==> config.mk <==
export PLATFORM = sky130hd
export DESIGN_NAME = bcs_top
export DESIGN_NICKNAME = d
export VERILOG_FILES = /design/src/bcs_fifo.v /design/src/bcs_top.v /design/src/bcs_uart.v
export VERILOG_INCLUDE_DIRS = /design/src
export SDC_FILE = /design/constraint.sdc
export NUM_CORES = 1
export LEC_CHECK = 0
export BUFFER_PORTS_ARGS = -buffer_cell sky130_fd_sc_hd__buf_2
export CAP_MARGIN = 10
export CORE_ASPECT_RATIO = 1.25
export CORE_MARGIN = 2
export CORE_UTILIZATION = 44
export DETAILED_ROUTE_END_ITERATION = 8
export PLACE_DENSITY = 0.58
export SLEW_MARGIN = 25
export SYNTH_ARGS = -nofsm -noshare
export SYNTH_HDL_FRONTEND = slang
export SYNTH_SLANG_ARGS = --single-unit
==> constraint.sdc <==
create_clock -name core_clk -period 10.3 [get_ports core_clk]
set_clock_uncertainty 0.1 [all_clocks]
set_input_delay 2.06 -clock core_clk [delete_from_list [all_inputs] [get_ports core_clk]]
set_output_delay 2.06 -clock core_clk [all_outputs]
set_load 0.01 [all_outputs]
==> src/bcs_regs.vh <==
`ifndef BCS_REGS_VH
`define BCS_REGS_VH

// core clock and the opening link rate
`define BCS_CLK_HZ          50000000
`define BCS_BASE_BPS        9600
`define BCS_BASE_BIT_CYC    (`BCS_CLK_HZ / `BCS_BASE_BPS)
// matching byte: start bit plus bit 0 give a low pulse of two bit times
`define BCS_MATCH_LOW_MIN   16'd9115
`define BCS_MATCH_LOW_MAX   16'd11718

// protocol byte values, error repeat count and last error index
`define BCS_MATCH_BYTE      8'h5A
`define BCS_CMD_SUM         8'h90
`define BCS_ERR_HEAD0       8'hA1
`define BCS_ERR_HEAD1       8'hA3
`define BCS_ERR_BAUD        8'h62
`define BCS_ERR_CMD         8'h63
`define BCS_ERR_REPEAT      3
`define BCS_ERR_LAST_IDX    4'd8

// baud rate modification codes and the bit times they select
`define BCS_BAUD_CODE0      8'h28
`define BCS_BAUD_CODE1      8'h18
`define BCS_BAUD_CODE2      8'h10
`define BCS_BAUD_CODE3      8'h08
`define BCS_BAUD_CYC0       16'd5208
`define BCS_BAUD_CYC1       16'd2604
`define BCS_BAUD_CYC2       16'd1302
`define BCS_BAUD_CYC3       16'd651

// transmit buffer
`define BCS_FIFO_DEPTH      4
`define BCS_FIFO_AW         2

// bytes summed by the checksum
`define BCS_FLASH_BYTES     61440

`endif

==> src/bcs_fifo.v <==
`timescale 1ns/1ps
`default_nettype none
module bcs_fifo #(
    parameter W  = 8,
    parameter D  = 4,
    parameter AW = 2
) (
    input  wire         clk,
    input  wire         reset_n,
    input  wire         in_valid,
    output wire         in_ready,
    input  wire [W-1:0] in_data,
    output wire         out_valid,
    input  wire         out_ready,
    output wire [W-1:0] out_data
);
    reg [W-1:0]  mem_r [0:D-1];
    reg [AW-1:0] wr_r;
    reg [AW-1:0] rd_r;
    reg [AW:0]   count_r;
    wire         do_wr;
    wire         do_rd;

    assign in_ready  = (count_r != D[AW:0]);
    assign out_valid = (count_r != {(AW+1){1'b0}});
    assign out_data  = mem_r[rd_r];
    assign do_wr     = in_valid & in_ready;
    assign do_rd     = out_valid & out_ready;

    always @(posedge clk)
    begin
        if (do_wr)
            mem_r[wr_r] <= in_data;
    end

    always @(posedge clk or negedge reset_n)
    begin
        if (!reset_n)
        begin
            wr_r    <= {AW{1'b0}};
            rd_r    <= {AW{1'b0}};
            count_r <= {(AW+1){1'b0}};
        end
        else
        begin
            if (do_wr)
                wr_r <= (wr_r == D[AW-1:0] - 1'b1) ? {AW{1'b0}} : wr_r + 1'b1;
            if (do_rd)
                rd_r <= (rd_r == D[AW-1:0] - 1'b1) ? {AW{1'b0}} : rd_r + 1'b1;
            if (do_wr && !do_rd)
                count_r <= count_r + 1'b1;
            else if (do_rd && !do_wr)
                count_r <= count_r - 1'b1;
        end
    end
endmodule
`default_nettype wire

==> src/bcs_top.v <==
// Notes on behaviour
// - The host opens with the matching byte 5AH at 9600 bps and the device learns the bit time from it.
// - An accepted matching byte is echoed as 5AH; a failed match gets no reply at all.
// - The third byte picks the new rate and is echoed, or A1H, A3H and 62H each go out three times.
// - From the fifth byte on, both directions run at the modified rate.
// - A fifth byte of 90H is echoed back as the sixth byte.
// - Any other fifth byte sends the error sequence ending in 63H three times and then halts.
// - After the echo the checksum goes out upper byte first, then lower byte.
// - After both checksum bytes the device waits for a new command at the same rate.
// - The first four bytes are handled as for the flash writing exchange.
`timescale 1ns/1ps
`default_nettype none
`include "bcs_regs.vh"
module bcs_top #(
    parameter FLASH_BYTES = `BCS_FLASH_BYTES,
    parameter AW          = 16
) (
    input  wire          core_clk,
    input  wire          reset_n,
    input  wire          rxd,
    output wire          txd,
    output reg  [AW-1:0] flash_addr,
    input  wire [7:0]    flash_rd_data,
    output reg           halted
);
    localparam [3:0] S_MIDLE  = 4'd0;
    localparam [3:0] S_MLOW   = 4'd1;
    localparam [3:0] S_MTAIL  = 4'd2;
    localparam [3:0] S_BAUD   = 4'd3;
    localparam [3:0] S_BDRAIN = 4'd4;
    localparam [3:0] S_CMD    = 4'd5;
    localparam [3:0] S_CALC   = 4'd6;
    localparam [3:0] S_SUMHI  = 4'd7;
    localparam [3:0] S_SUMLO  = 4'd8;
    localparam [3:0] S_ERR    = 4'd9;
    localparam [3:0] S_HALT   = 4'd10;
    localparam [AW-1:0] LAST_ADDR = FLASH_BYTES[AW-1:0] - 1'b1;

    reg [3:0]    state_r;
    reg [15:0]   cnt_r;
    reg [15:0]   bit_cyc_r;
    reg [15:0]   new_cyc_r;
    reg          push_r;
    reg [7:0]    push_data_r;
    reg [3:0]    err_idx_r;
    reg [7:0]    err_last_r;
    reg [15:0]   sum_r;
    reg          issuing_r;
    reg          rd_valid_r;
    wire         rx_en;
    wire [7:0]   rx_data;
    wire         rx_valid;
    wire         fifo_ready;
    wire         fifo_out_valid;
    wire [7:0]   fifo_out_data;
    wire         tx_ready;
    wire         tx_busy;
    wire [16:0]  tail_cyc;
    wire [15:0]  baud_lookup;
    wire [7:0]   err_code;

    function [15:0] baud_cyc;
        input [7:0] code;
        begin
            case (code)
                `BCS_BAUD_CODE0: baud_cyc = `BCS_BAUD_CYC0;
                `BCS_BAUD_CODE1: baud_cyc = `BCS_BAUD_CYC1;
                `BCS_BAUD_CODE2: baud_cyc = `BCS_BAUD_CYC2;
                `BCS_BAUD_CODE3: baud_cyc = `BCS_BAUD_CYC3;
                default:         baud_cyc = 16'h0000;
            endcase
        end
    endfunction

    assign rx_en       = (state_r == S_BAUD) || (state_r == S_CMD);
    assign baud_lookup = baud_cyc(rx_data);
    // rest of the matching byte after its first rising edge: eight bits plus half
    assign tail_cyc    = {bit_cyc_r[13:0], 3'b000} + {2'b00, bit_cyc_r[15:1]};
    assign err_code    = (err_idx_r < `BCS_ERR_REPEAT) ? `BCS_ERR_HEAD0 :
                         (err_idx_r < 2 * `BCS_ERR_REPEAT) ? `BCS_ERR_HEAD1 : err_last_r;

    bcs_uart u_uart (
        .clk      (core_clk),
        .reset_n  (reset_n),
        .bit_cyc  (bit_cyc_r),
        .rx_en    (rx_en),
        .rxd      (rxd),
        .rx_data  (rx_data),
        .rx_valid (rx_valid),
        .tx_valid (fifo_out_valid),
        .tx_ready (tx_ready),
        .tx_data  (fifo_out_data),
        .txd      (txd),
        .tx_busy  (tx_busy)
    );

    // replies queue here; a stalled line holds the state machine back
    bcs_fifo #(
        .W  (8),
        .D  (`BCS_FIFO_DEPTH),
        .AW (`BCS_FIFO_AW)
    ) u_fifo (
        .clk       (core_clk),
        .reset_n   (reset_n),
        .in_valid  (push_r),
        .in_ready  (fifo_ready),
        .in_data   (push_data_r),
        .out_valid (fifo_out_valid),
        .out_ready (tx_ready),
        .out_data  (fifo_out_data)
    );

    always @(posedge core_clk or negedge reset_n)
    begin
        if (!reset_n)
        begin
            state_r     <= S_MIDLE;
            cnt_r       <= 16'h0000;
            bit_cyc_r   <= `BCS_BAUD_CYC0;
            new_cyc_r   <= `BCS_BAUD_CYC0;
            push_r      <= 1'b0;
            push_data_r <= 8'h00;
            err_idx_r   <= 4'h0;
            err_last_r  <= 8'h00;
            sum_r       <= 16'h0000;
            issuing_r   <= 1'b0;
            rd_valid_r  <= 1'b0;
            flash_addr  <= {AW{1'b0}};
            halted      <= 1'b0;
        end
        else
        begin
            if (push_r && fifo_ready)
                push_r <= 1'b0;
            case (state_r)
                S_MIDLE:
                begin
                    if (!rxd)
                    begin
                        cnt_r   <= 16'h0001;
                        state_r <= S_MLOW;
                    end
                end
                S_MLOW:
                begin
                    if (rxd)
                    begin
                        cnt_r <= 16'h0000;
                        // out-of-range pulse: silently wait for another try
                        if (cnt_r >= `BCS_MATCH_LOW_MIN && cnt_r <= `BCS_MATCH_LOW_MAX)
                        begin
                            bit_cyc_r <= {1'b0, cnt_r[15:1]};
                            state_r   <= S_MTAIL;
                        end
                        else
                            state_r <= S_MIDLE;
                    end
                    else if (cnt_r != 16'hFFFF)
                        cnt_r <= cnt_r + 16'h0001;
                end
                S_MTAIL:
                begin
                    cnt_r <= cnt_r + 16'h0001;
                    if ({1'b0, cnt_r} >= tail_cyc)
                    begin
                        push_r      <= 1'b1;
                        push_data_r <= `BCS_MATCH_BYTE;
                        state_r     <= S_BAUD;
                    end
                end
                S_BAUD:
                begin
                    if (rx_valid)
                    begin
                        if (baud_lookup != 16'h0000)
                        begin
                            new_cyc_r   <= baud_lookup;
                            push_r      <= 1'b1;
                            push_data_r <= rx_data;
                            state_r     <= S_BDRAIN;
                        end
                        else
                        begin
                            err_last_r <= `BCS_ERR_BAUD;
                            err_idx_r  <= 4'h0;
                            state_r    <= S_ERR;
                        end
                    end
                end
                S_BDRAIN:
                begin
                    // echo goes out at 9600 before the rate changes
                    if (!push_r && !fifo_out_valid && !tx_busy)
                    begin
                        bit_cyc_r <= new_cyc_r;
                        state_r   <= S_CMD;
                    end
                end
                S_CMD:
                begin
                    if (rx_valid)
                    begin
                        if (rx_data == `BCS_CMD_SUM)
                        begin
                            push_r      <= 1'b1;
                            push_data_r <= rx_data;
                            sum_r       <= 16'h0000;
                            flash_addr  <= {AW{1'b0}};
                            issuing_r   <= 1'b1;
                            state_r     <= S_CALC;
                        end
                        else
                        begin
                            err_last_r <= `BCS_ERR_CMD;
                            err_idx_r  <= 4'h0;
                            state_r    <= S_ERR;
                        end
                    end
                end
                S_CALC:
                begin
                    rd_valid_r <= issuing_r;
                    if (rd_valid_r)
                        sum_r <= sum_r + {8'h00, flash_rd_data};
                    if (issuing_r)
                    begin
                        if (flash_addr == LAST_ADDR)
                            issuing_r <= 1'b0;
                        else
                            flash_addr <= flash_addr + 1'b1;
                    end
                    else if (!rd_valid_r)
                        state_r <= S_SUMHI;
                end
                S_SUMHI:
                begin
                    if (!push_r)
                    begin
                        push_r      <= 1'b1;
                        push_data_r <= sum_r[15:8];
                        state_r     <= S_SUMLO;
                    end
                end
                S_SUMLO:
                begin
                    if (!push_r)
                    begin
                        push_r      <= 1'b1;
                        push_data_r <= sum_r[7:0];
                        state_r     <= S_CMD;
                    end
                end
                S_ERR:
                begin
                    if (!push_r)
                    begin
                        push_r      <= 1'b1;
                        push_data_r <= err_code;
                        err_idx_r   <= err_idx_r + 4'h1;
                        if (err_idx_r == `BCS_ERR_LAST_IDX)
                            state_r <= S_HALT;
                    end
                end
                S_HALT:
                begin
                    // halt shows only once the last error code has left txd
                    if (!push_r && !fifo_out_valid && !tx_busy)
                        halted <= 1'b1;
                end
                default:
                begin
                    state_r <= S_MIDLE;
                end
            endcase
        end
    end
endmodule
`default_nettype wire

==> src/bcs_uart.v <==
`timescale 1ns/1ps
`default_nettype none
module bcs_uart (
    input  wire        clk,
    input  wire        reset_n,
    input  wire [15:0] bit_cyc,
    input  wire        rx_en,
    input  wire        rxd,
    output reg  [7:0]  rx_data,
    output reg         rx_valid,
    input  wire        tx_valid,
    output wire        tx_ready,
    input  wire [7:0]  tx_data,
    output reg         txd,
    output wire        tx_busy
);
    reg        rx_run_r;
    reg [15:0] rx_cnt_r;
    reg [3:0]  rx_bit_r;
    reg [7:0]  rx_sh_r;
    reg        tx_run_r;
    reg [15:0] tx_cnt_r;
    reg [3:0]  tx_bit_r;
    reg [8:0]  tx_sh_r;

    assign tx_ready = !tx_run_r;
    assign tx_busy  = tx_run_r;

    // receiver: samples each bit at its middle
    always @(posedge clk or negedge reset_n)
    begin
        if (!reset_n)
        begin
            rx_run_r <= 1'b0;
            rx_cnt_r <= 16'h0000;
            rx_bit_r <= 4'h0;
            rx_sh_r  <= 8'h00;
            rx_data  <= 8'h00;
            rx_valid <= 1'b0;
        end
        else
        begin
            rx_valid <= 1'b0;
            if (!rx_en)
                rx_run_r <= 1'b0;
            else if (!rx_run_r)
            begin
                if (!rxd)
                begin
                    rx_run_r <= 1'b1;
                    rx_cnt_r <= {1'b0, bit_cyc[15:1]};
                    rx_bit_r <= 4'h0;
                end
            end
            else if (rx_cnt_r != 16'h0000)
                rx_cnt_r <= rx_cnt_r - 16'h0001;
            else
            begin
                rx_cnt_r <= bit_cyc - 16'h0001;
                rx_bit_r <= rx_bit_r + 4'h1;
                if (rx_bit_r == 4'h0)
                begin
                    if (rxd)
                        rx_run_r <= 1'b0;
                end
                else if (rx_bit_r == 4'h9)
                begin
                    rx_run_r <= 1'b0;
                    if (rxd)
                    begin
                        rx_data  <= rx_sh_r;
                        rx_valid <= 1'b1;
                    end
                end
                else
                    rx_sh_r <= {rxd, rx_sh_r[7:1]};
            end
        end
    end

    // transmitter: start, eight data bits lsb first, stop
    always @(posedge clk or negedge reset_n)
    begin
        if (!reset_n)
        begin
            tx_run_r <= 1'b0;
            tx_cnt_r <= 16'h0000;
            tx_bit_r <= 4'h0;
            tx_sh_r  <= 9'h1FF;
            txd      <= 1'b1;
        end
        else if (!tx_run_r)
        begin
            if (tx_valid)
            begin
                tx_run_r <= 1'b1;
                txd      <= 1'b0;
                tx_sh_r  <= {1'b1, tx_data};
                tx_cnt_r <= bit_cyc - 16'h0001;
                tx_bit_r <= 4'h0;
            end
        end
        else if (tx_cnt_r != 16'h0000)
            tx_cnt_r <= tx_cnt_r - 16'h0001;
        else if (tx_bit_r == 4'h9)
            tx_run_r <= 1'b0;
        else
        begin
            txd      <= tx_sh_r[0];
            tx_sh_r  <= {1'b1, tx_sh_r[8:1]};
            tx_cnt_r <= bit_cyc - 16'h0001;
            tx_bit_r <= tx_bit_r + 4'h1;
        end
    end
endmodule
`default_nettype wire

* Word-level counts from Yosys, hierarchy flattened *
Memories as Yosys holds them, arrays and structs flattened.
Index checks and enable logic that the tools add are counted.

word-level totals
  bits in registers = 184
  bits in writable memories = 32
  bits of input ports = 11
  output and inout bits = 18
  logic and storage cells = 257
  memories kept = 1

memory list
  name          words  bits a word  rd ports  clocked after Yosys merged registers in  write ports  RTL line       RTL
  u_fifo.mem_r  4      8            1         0                                        1            bcs_fifo.v:17  reg [W-1:0] mem_r [0:D-1];

operators by class
  add/sub/neg operators = 14
  $lt $le $gt $ge = 5
  eq/ne operators = 49
  multiplexer cells = 111
  bitwise logic cells = 6
  reductions and logical operators = 44

operator list
  kind                                                                  number
  two-way mux 16 bit                                                    18
  two-way mux 8 bit                                                     14
  two-way mux 4 bit                                                     26
  case mux 16 bit (2 select lines)                                      3
  case mux 13 bit (4 select lines)                                      1
  case mux 16 bit (3 select lines)                                      1
  case mux 8 bit (6 select lines)                                       1
  nonzero test 16 bit                                                   3
  subtractor 16 x 1 -> 16 bit (second input constant)                   3
  case mux 4 bit (11 select lines)                                      1
  != test 2 bit (second input constant)                                 19
  two-way mux 9 bit                                                     4
  two-way mux 1 bit                                                     33
  adder 16 x 1 -> 16 bit (second input constant)                        2
  == test 4 bit (second input constant)                                 6
  adder 17 x 15 -> 17 bit                                               1
  greater-or-equal comparator 16 x 17 -> 1 bit                          1
  adder 16 x 8 -> 16 bit                                                1
  == test 16 bit (second input constant)                                1
  == test 4 x 3 -> 1 bit (second input constant)                        4
  == test 8 x 5 -> 1 bit (second input constant)                        2
  greater-or-equal comparator 16 x 14 -> 1 bit (second input constant)  1
  less-or-equal comparator 16 x 14 -> 1 bit (second input constant)     1
  != test 16 bit (second input constant)                                1
  37 further kinds                                                      81

* Logic depth before layout (Yosys ltp) *
Gate-level depths: netlist (run 1).

  depth in word-level cells = 6
  gate-level depth with buffers = 16
  mapped depth without buffers = 16

* Modules after synthesis *
A second synthesis (run 1) with hierarchy kept.

unflattened totals
  cells, all modules = 1,236
  area, all modules = 12,199.2 µm²

by module, submodules not included
  module    instances  cells an instance  area an instance (µm²)  sequential area each (µm²)
  bcs_top   1          725                6,477.5                 2,362.3
  bcs_uart  1          432                4,122.7                 1,712.9
  bcs_fifo  1          79                 1,599.0                 1,136.1

* Worst setup path after synthesis (run 1) *
Ideal clock, no wire load.

  kind = input to register
  start = input flash_rd_data[1]
  end = register sum_r[15]
  arrival time = 3.813 ns
  setup slack = 6.264 ns
  stages on the path = 8
  path buffers = 0
  cells stage by stage = ha_1 > a21o_1 > a21oi_1 > o21a_1 > or2_2 > a21o_1 > or4b_1 > mux2i_1

between the ends
  longest elaborated chain between the ends = 3

ends and longest elaborated chain
  element                           RTL line       RTL
  from (decl)                       bcs_top.v:23   input wire [7:0] flash_rd_data,
  adder 16 x 8 -> 16 bit            bcs_top.v:224  sum_r <= sum_r + {8'h00, flash_rd_data};
  two-way mux 16 bit                bcs_top.v:223  if (rd_valid_r)
  case mux 16 bit (2 select lines)  bcs_top.v:135  case (state_r)
  to (signal assigned)              bcs_top.v:224
  to (decl)                         bcs_top.v:47   reg [15:0] sum_r;

Every way passes these cells. The select of a mux whose other input is x is not followed.
A chain may end at the register's enable or synchronous reset.

* Worst setup path after layout (run 1) *
  start = register bit_cyc_r[0]
  end = register push_data_r[3]

between the ends
  longest elaborated chain between the ends = 4

ends and longest elaborated chain
  element                                       RTL line       RTL
  from (decl)                                   bcs_top.v:41   reg [15:0] bit_cyc_r;
  from (signal assigned)                        bcs_top.v:119  bit_cyc_r <= `BCS_BAUD_CYC0;
  from (signal assigned)                        bcs_top.v:152  bit_cyc_r <= {1'b0, cnt_r[15:1]};
  from (signal assigned)                        bcs_top.v:195  bit_cyc_r <= new_cyc_r;
  adder 17 x 15 -> 17 bit                       bcs_top.v:78   assign tail_cyc = {bit_cyc_r[13:0], 3'b000} + {2'b00, bit_cyc_r[15:1]};
  greater-or-equal comparator 16 x 17 -> 1 bit  bcs_top.v:164  if ({1'b0, cnt_r} >= tail_cyc)
  != test 2 bit (no source line)                n/a
  AND reduction 9 bit (no source line)          n/a
  to (signal assigned)                          bcs_top.v:167  push_data_r <= `BCS_MATCH_BYTE;
  to (signal assigned)                          bcs_top.v:179  push_data_r <= rx_data;
  to (signal assigned)                          bcs_top.v:206  push_data_r <= rx_data;
  to (decl)                                     bcs_top.v:44   reg [7:0] push_data_r;

Every way passes these cells.

==> results of run 1 <==
metrics by stage:
step                      hold WS (ps)  instances
after detailed placement           358       1587
after floorplan                    335       1273
after global routing               399       1634
after CTS                          364       1633
after global placement             350       1587
final                              366       1634
final cells by class:
class	count	area, um^2
Multi-Input combinational cell	959	6260
Fill cell	2558	13600
Clock inverter	12	110
Tap cell	345	432
Timing Repair Buffer	36	230
Clock buffer	34	669
Sequential cell	201	5210
Inverter	47	176
logic make-up after synthesis:
kind of cell	share of synthesized area
simple gates	0.190
compound gates	0.186
flops	0.436
buf+inv	0.0396
fa+ha+maj	0.0637
mux	0.0505
xor+xnor	0.0337
registers in the layout, indices dropped and copies added, names as in the netlist, 9 cells and up:
signal / count
cnt_r: 16
flash_addr: 16
u_uart.tx_cnt_r: 16
bit_cyc_r: 15
sum_r: 16
new_cyc_r: 9
u_uart.rx_cnt_r: 16
u_fifo.mem_r: 32
cell usage after synthesis, drive strengths merged (9+ instances only):
library cell	number	area share
o22ai	11	0.0058
and2	9	0.0047
inv	46	0.014
ha	56	0.059
edfxtp	32	0.080
a21o	13	0.0082
dfrtp	152	0.32
nor3	37	0.016
a211oi	12	0.0080
nor2	112	0.035
o21ai	123	0.052
clkbuf	52	0.017
nand2	134	0.043
nand4	15	0.0079
nor2b	9	0.0047
dfstp	17	0.037
o31ai	9	0.0057
nand2b	16	0.0084
mux2	26	0.025
a31oi	16	0.0084
xor2	17	0.012
a22o	9	0.0066
nor4	17	0.011
a21oi	92	0.039
and3	17	0.0089
or3	18	0.0094
nand3	33	0.014
xnor2	29	0.021
mux2i	13	0.011
buf	14	0.0075
layout by cell type (no fill, tap or decap), types with 6 or more instances in the layout:
cell type	count
nand4_1	15
o22a_1	7
mux2_2	26
ha_1	56
and3_1	17
buf_4	6
nor3_1	36
a22o_1	9
nand3_1	33
o22ai_1	11
buf_2	27
xor2_1	17
edfxtp_1	32
clkbuf_16	25
a222oi_1	8
and2_1	8
o21ai_0	118
or2_2	6
or3_1	18
inv_1	45
nor4_1	15
xnor2_1	29
o211ai_1	6
nor2b_1	9
a31oi_1	16
a21o_1	13
nand2b_1	16
a211oi_1	11
o31ai_1	9
a211o_1	6
or4_1	6
dfstp_2	17
mux2i_1	13
dfrtp_1	152
nor2_1	111
nand2_1	133
mux4_2	8
clkbuf_1	8
a21oi_1	90
layer usage:
| layer | vias to the layer above | part of all wire | GRT usage |
|---|---|---|---|
| li1 | 4652 | - | - |
| met1 | 4667 | 0.44 | 0.289 |
| met2 | 215 | 0.49 | 0.364 |
| met3 | 56 | 0.042 | 0.0281 |
| met4 | 0 | 0.030 | 0.0676 |
| met5 | - | 0 | 0 |
worst reg2reg max path, delay by kind of cell (launching register included):
kind / cells / cell delay (ps)
AO/OA/AOI/OAI: 9 / 1750
adder cells (fa/ha/maj): 3 / 970
flip-flops: 1 / 450
multiplexers: 1 / 390
AND/OR/NAND/NOR: 2 / 570
path summary, 6_finish.rpt:
check	startpoint	end	slack, ps
min in group asynchronous	reset_n	u_uart.tx_cnt_r[4]$_DFFE_PN0P_	1300
max in group asynchronous	reset_n	flash_addr[11]$_DFFE_PN0P_	7410
max reg2reg	bit_cyc_r[0]$_DFFE_PN0P_	push_data_r[3]$_DFFE_PN0P_	5970
max	bit_cyc_r[0]$_DFFE_PN0P_	push_data_r[3]$_DFFE_PN0P_	5970
min reg2reg	u_uart.tx_sh_r[7]$_DFFE_PN1P_	u_uart.tx_sh_r[7]$_DFFE_PN1P_	370
min	u_uart.tx_sh_r[7]$_DFFE_PN1P_	u_uart.tx_sh_r[7]$_DFFE_PN1P_	370
where the power goes:
group          switching [uW]  internal (uW)
clock                     351            485
combinational             254            169
sequential                119            899
==> metrics, run 1 <==
share of cells above drive strength 1=0.116; total of max-cap violations=0; CTS Sinks=201; Max clock buf depth=3; status=finished, final reports clean; Initial Util=0.446; sequential share of the synthesized area=0.436; hold crit path type=reg -> reg; CP Launch Type=flip-flop; die width=151 um; Die H=188 um; maximum VDD drop=0.126 mV; H-tree lvl count=1; drt pass-1 iters=5; vias in the first global route=9455; worst-path maximum fanout=8; TritonCTS clock tree=built; post-detail-place hpwl=21000 um; fmax=231 MHz; required time of the worst setup path=10630 ps; #FFs+latches synth=201; async set-reset flop share out of synthesis=0.841; hold buffers post-CTS=0; # IOs=29; final total power=2280 uW; Detail Route Antenna Nets=0; slack of the critical path=5970 ps; grt ovf=0; final hold violation count=0; first-pass GRT wire length=50000 um; port bufs=28; RSZ-0062 raised after global routing=no; max incr delay on CP=480 ps; Worst R2R Path Depth=15; Area growth syn-to-layout=9.65%; slew margin rel.=0.388; pwr/cell area=174 nW/um^2; dominant synthesized flop cell=dfrtp_1; Syn. warnings=0; GRT Total Usage=0.216; critical path's slowest cell=a21oi_2; Core Util, Final=0.490; Reg clk slew, reported paths=60 ps; Synth Cell Area=11900 um^2; CTS Root Cell=clkbuf_16; final wirelength=29600 um; nets=1340; DP Area=12300 um^2; Netlist cell types=89; final setup violation count=0; fin crit share=0.420; Largest delay share family, worst path=compound AO/OA/AOI/OAI gates; Rows=67; Max Slew Vio Count=0; Vias=9590; syn_area_per_cell=9.38 um^2; post-CTS setup buffer count=0; worst hold path depth=2; setup_tns=0 ps; pin count of the biggest net entering global routing=96; Wirelength per Cell=18.1 um; crit path time final=4330 ps; Clock Latency Late Sink=540 ps; worst slew pin tran=918 ps; vias per inst=5.87; Crit Path Class=reg -> reg; Setup crit end kind=flip-flop; Pleak=0.00548 uW; Buf/Inv on CP=0; CP cell instances=ha_1 -> fa_1 -> a21o_1 -> a21oi_1 -> o21a_1 -> o31ai_1 -> o21a_1 -> or2_2 -> ha_1 -> o21ai_0 -> a21oi_1 -> a2111o_1 -> nand4bb_1 -> a21oi_2 -> mux2_2; drt drc=0; CTS Buf Count=25; Ant. Diodes=0; Starting DRT DRC Count=634; Arr. time, crit path=4650 ps; DP Worst Slack=5580 ps; Design Area, Final=13100 um^2; cell count after synthesis=1273; initial antenna violation count=0; die area=28500 um^2; post-CTS sizing=0; Stages on worst setup path=15; Synth Net Count=1343; number of flops mapped to enable cells by yosys=32; GP Congestion=0.830; Core Footprint=26700 um^2
Power figures use the tool's default switching activity.
==> inputs of run 2 (changes only) <==
ABC_AREA = 1   (was unset)
clock period = 4.5 ns   (was 10.3 ns; I/O delays follow)
==> run 2 against run 1 <==
  * Sequential share of layout area is 1.3 points lower
  * Setup slack worse by 5300 ps
  * Final cell count up 21%
  * Wire length increased by 7.4%
  * Design area grew 3.4%
  * Sequential power rose to 2.6 times the previous value
  * Largest cell class unchanged
  * Worst hold slack worse by 100 ps
  * First-iteration DRC count fell by 22%
  * Non-clock buffer count fell by 3
  * Clock-buffer cell count down 5
  * Die area grew 3.3%
  * Synthesized cell count increased by 25%
==> metrics, run 2 <==
status=finished, final reports clean; Area growth syn-to-layout=9.66%; Die H=191 um; Pleak=0.00616 uW; drt drc=0; crit path time final=3860 ps; fin crit share=0.859; CTS Buf Count=23; drt pass-1 iters=5; port bufs=28; required time of the worst setup path=4800 ps; Arr. time, crit path=4160 ps; vias per inst=5.38; Rows=68; fmax=259 MHz; Core Footprint=27600 um^2; Synth Net Count=1655; H-tree lvl count=1; first-pass GRT wire length=53000 um; DP Worst Slack=646 ps; largest cells by area after synthesis=dfrtp_1, nand2_1, edfxtp_1; dominant synthesized flop cell=dfrtp_1; nets=1678; Synth area leader=dfrtp_1; worst slew pin tran=939 ps; syn_area_per_cell=7.79 um^2; most instantiated cells after synthesis=nand2_1, inv_1, nor2_1, o21ai_0, dfrtp_1; Wirelength per Cell=16.1 um; most frequent cells in the layout=nand2_1, inv_1, nor2_1; worst-path maximum fanout=14; GRT Total Usage=0.220; CP Launch Type=flip-flop; final hold violation count=0; maximum VDD drop=0.343 mV; Max Slew Vio Count=0; number of flops mapped to enable cells by yosys=32; slack of the critical path=636 ps; final wirelength=31800 um; TritonCTS clock tree=built; Starting DRT DRC Count=493; vias in the first global route=10.6k; Worst R2R Path Depth=21; #FFs+latches synth=201; Synth Cell Area=12300 um^2; Initial Util=0.448; # IOs=29; hold buffers post-CTS=0; share of cells above drive strength 1=0.0751; most frequent cell after synthesis=nand2_1; setup_tns=0 ps; Clock Latency Late Sink=520 ps; Reg clk slew, reported paths=60 ps; Reg with most FFs=u_fifo.mem_r; CTS Root Cell=clkbuf_16; Yosys top cell area share=0.308; number of fillers in the final layout=2781; initial antenna violation count=0; most common cell after layout, fill and taps aside=nand2_1; Netlist cell types=56; grt ovf=0; hold crit path type=in -> async; post-detail-place hpwl=24100 um; CTS Sinks=201; die width=154 um; Setup crit end kind=flip-flop; final setup violation count=0; pwr/cell area=497 nW/um^2; pin count of the biggest net entering global routing=54; post-CTS setup buffer count=0; Max clock buf depth=3; max FFs per register=32; cell count after synthesis=1585; Vias=10.6k; post-CTS sizing=0; RSZ-0062 raised after global routing=no; Crit Path Class=reg -> reg; die area=29400 um^2; slew margin rel.=0.372; async set-reset flop share out of synthesis=0.841; GP Congestion=0.927; Ant. Diodes=0; Syn. warnings=0; Detail Route Antenna Nets=0; sequential share of the synthesized area=0.422; r2r setup slk=640 ps; total of max-cap violations=0
==> run 2: changes by cell type in the layout (fill, tap and decap cells not counted), sizes merged, moves of 28 or more <==
cell / previous run / this run
a21oi: 92 / 64
inv: 47 / 207
nand2: 134 / 342
nand3: 33 / 97
nor2: 112 / 175
o21ai: 123 / 169
==> run 2: kinds of logic (layout without fill, tap and decap cells) <==
group	count (synthesis)	count (layout)	synth area share
and+or+nand+nor	696	696	0.246
AOI/OAI and AO/OA	331	331	0.156
buffers and inverters	247	287	0.0776
DFF	201	201	0.422
adders and majority gates	59	59	0.0616
xor gates and xnor gates	50	50	0.0355
muxes	1	1	0.000912
==> run 2: worst max-delay path: stages, from the launching register on <==
cell and delay [ps]:
dfstp_2 570, ha_1 190, fa_1 220, a21oi_1 70
o21ai_0 340, nand2_1 100, nand2_1 100, nand2_1 70
a21oi_1 220, nand3_1 100, nand2_1 80, xor2_1 70
ha_1 310, nand2_1 60, nor4_1 160, a31oi_1 110
nand2_1 130, nand2_1 70, nand2_1 350, nand2_1 190
nand2_1 90, nand2_1 50
==> run 2: path summary, 6_finish.rpt <==
path / start / to
hold / removal: reset_n / u_fifo.rd_r[1]$_DFFE_PN0P_
setup / recovery: bit_cyc_r[4]$_DFFE_PN1P_ / state_r[0]$_DFFE_PN0P_
hold reg to reg: new_cyc_r[6]$_DFFE_PN1P_ / new_cyc_r[6]$_DFFE_PN1P_
setup reg to reg: bit_cyc_r[4]$_DFFE_PN1P_ / state_r[0]$_DFFE_PN0P_
max in group asynchronous: reset_n / bit_cyc_r[12]$_DFFE_PN1P_
min in group core_clk: new_cyc_r[6]$_DFFE_PN1P_ / new_cyc_r[6]$_DFFE_PN1P_
==> run 2: final cells by class <==
type	instances	area [um^2]	share of cell area
clock buffer	29	628	0.0464
clock inverter	13	80.1	0.00592
inverter	212	807	0.0596
multi-input combinational	1137	6170	0.456
sequential	201	5210	0.385
tap	350	438	0.0324
timing repair buffer	33	196	0.0145
==> run 2: layer usage <==
layer,up-vias,share of wire,track usage,wire length [um]
met3,60,0.038,0.0279,1220
met2,197,0.50,0.408,16000
met5,-,0,0,0
met1,4994,0.44,0.270,13800
li1,5380,-,-,-
met4,0,0.024,0.0565,778
==> run 2: through the flow <==
step           utilization  hold slack (ps)  instance area, um^2  std cells  power (uW)
2_1_floorplan            -              342                12300       1585        4280
3_3_place_gp         0.465              357                12800       1933        4970
3_5_place_dp         0.465              358                12800       1933        5010
4_1_cts              0.491              267                13500       1975        6810
5_1_grt              0.491              289                13500       1975        7270
6_report             0.491              266                13500       1975        6730
==> run 2: power by group <==
part,switching (uW),internal (uW),total [uW]
clock network,775,992,1770
logic,1550,783,2340
registers,366,2260,2630
total,2690,4040,6730
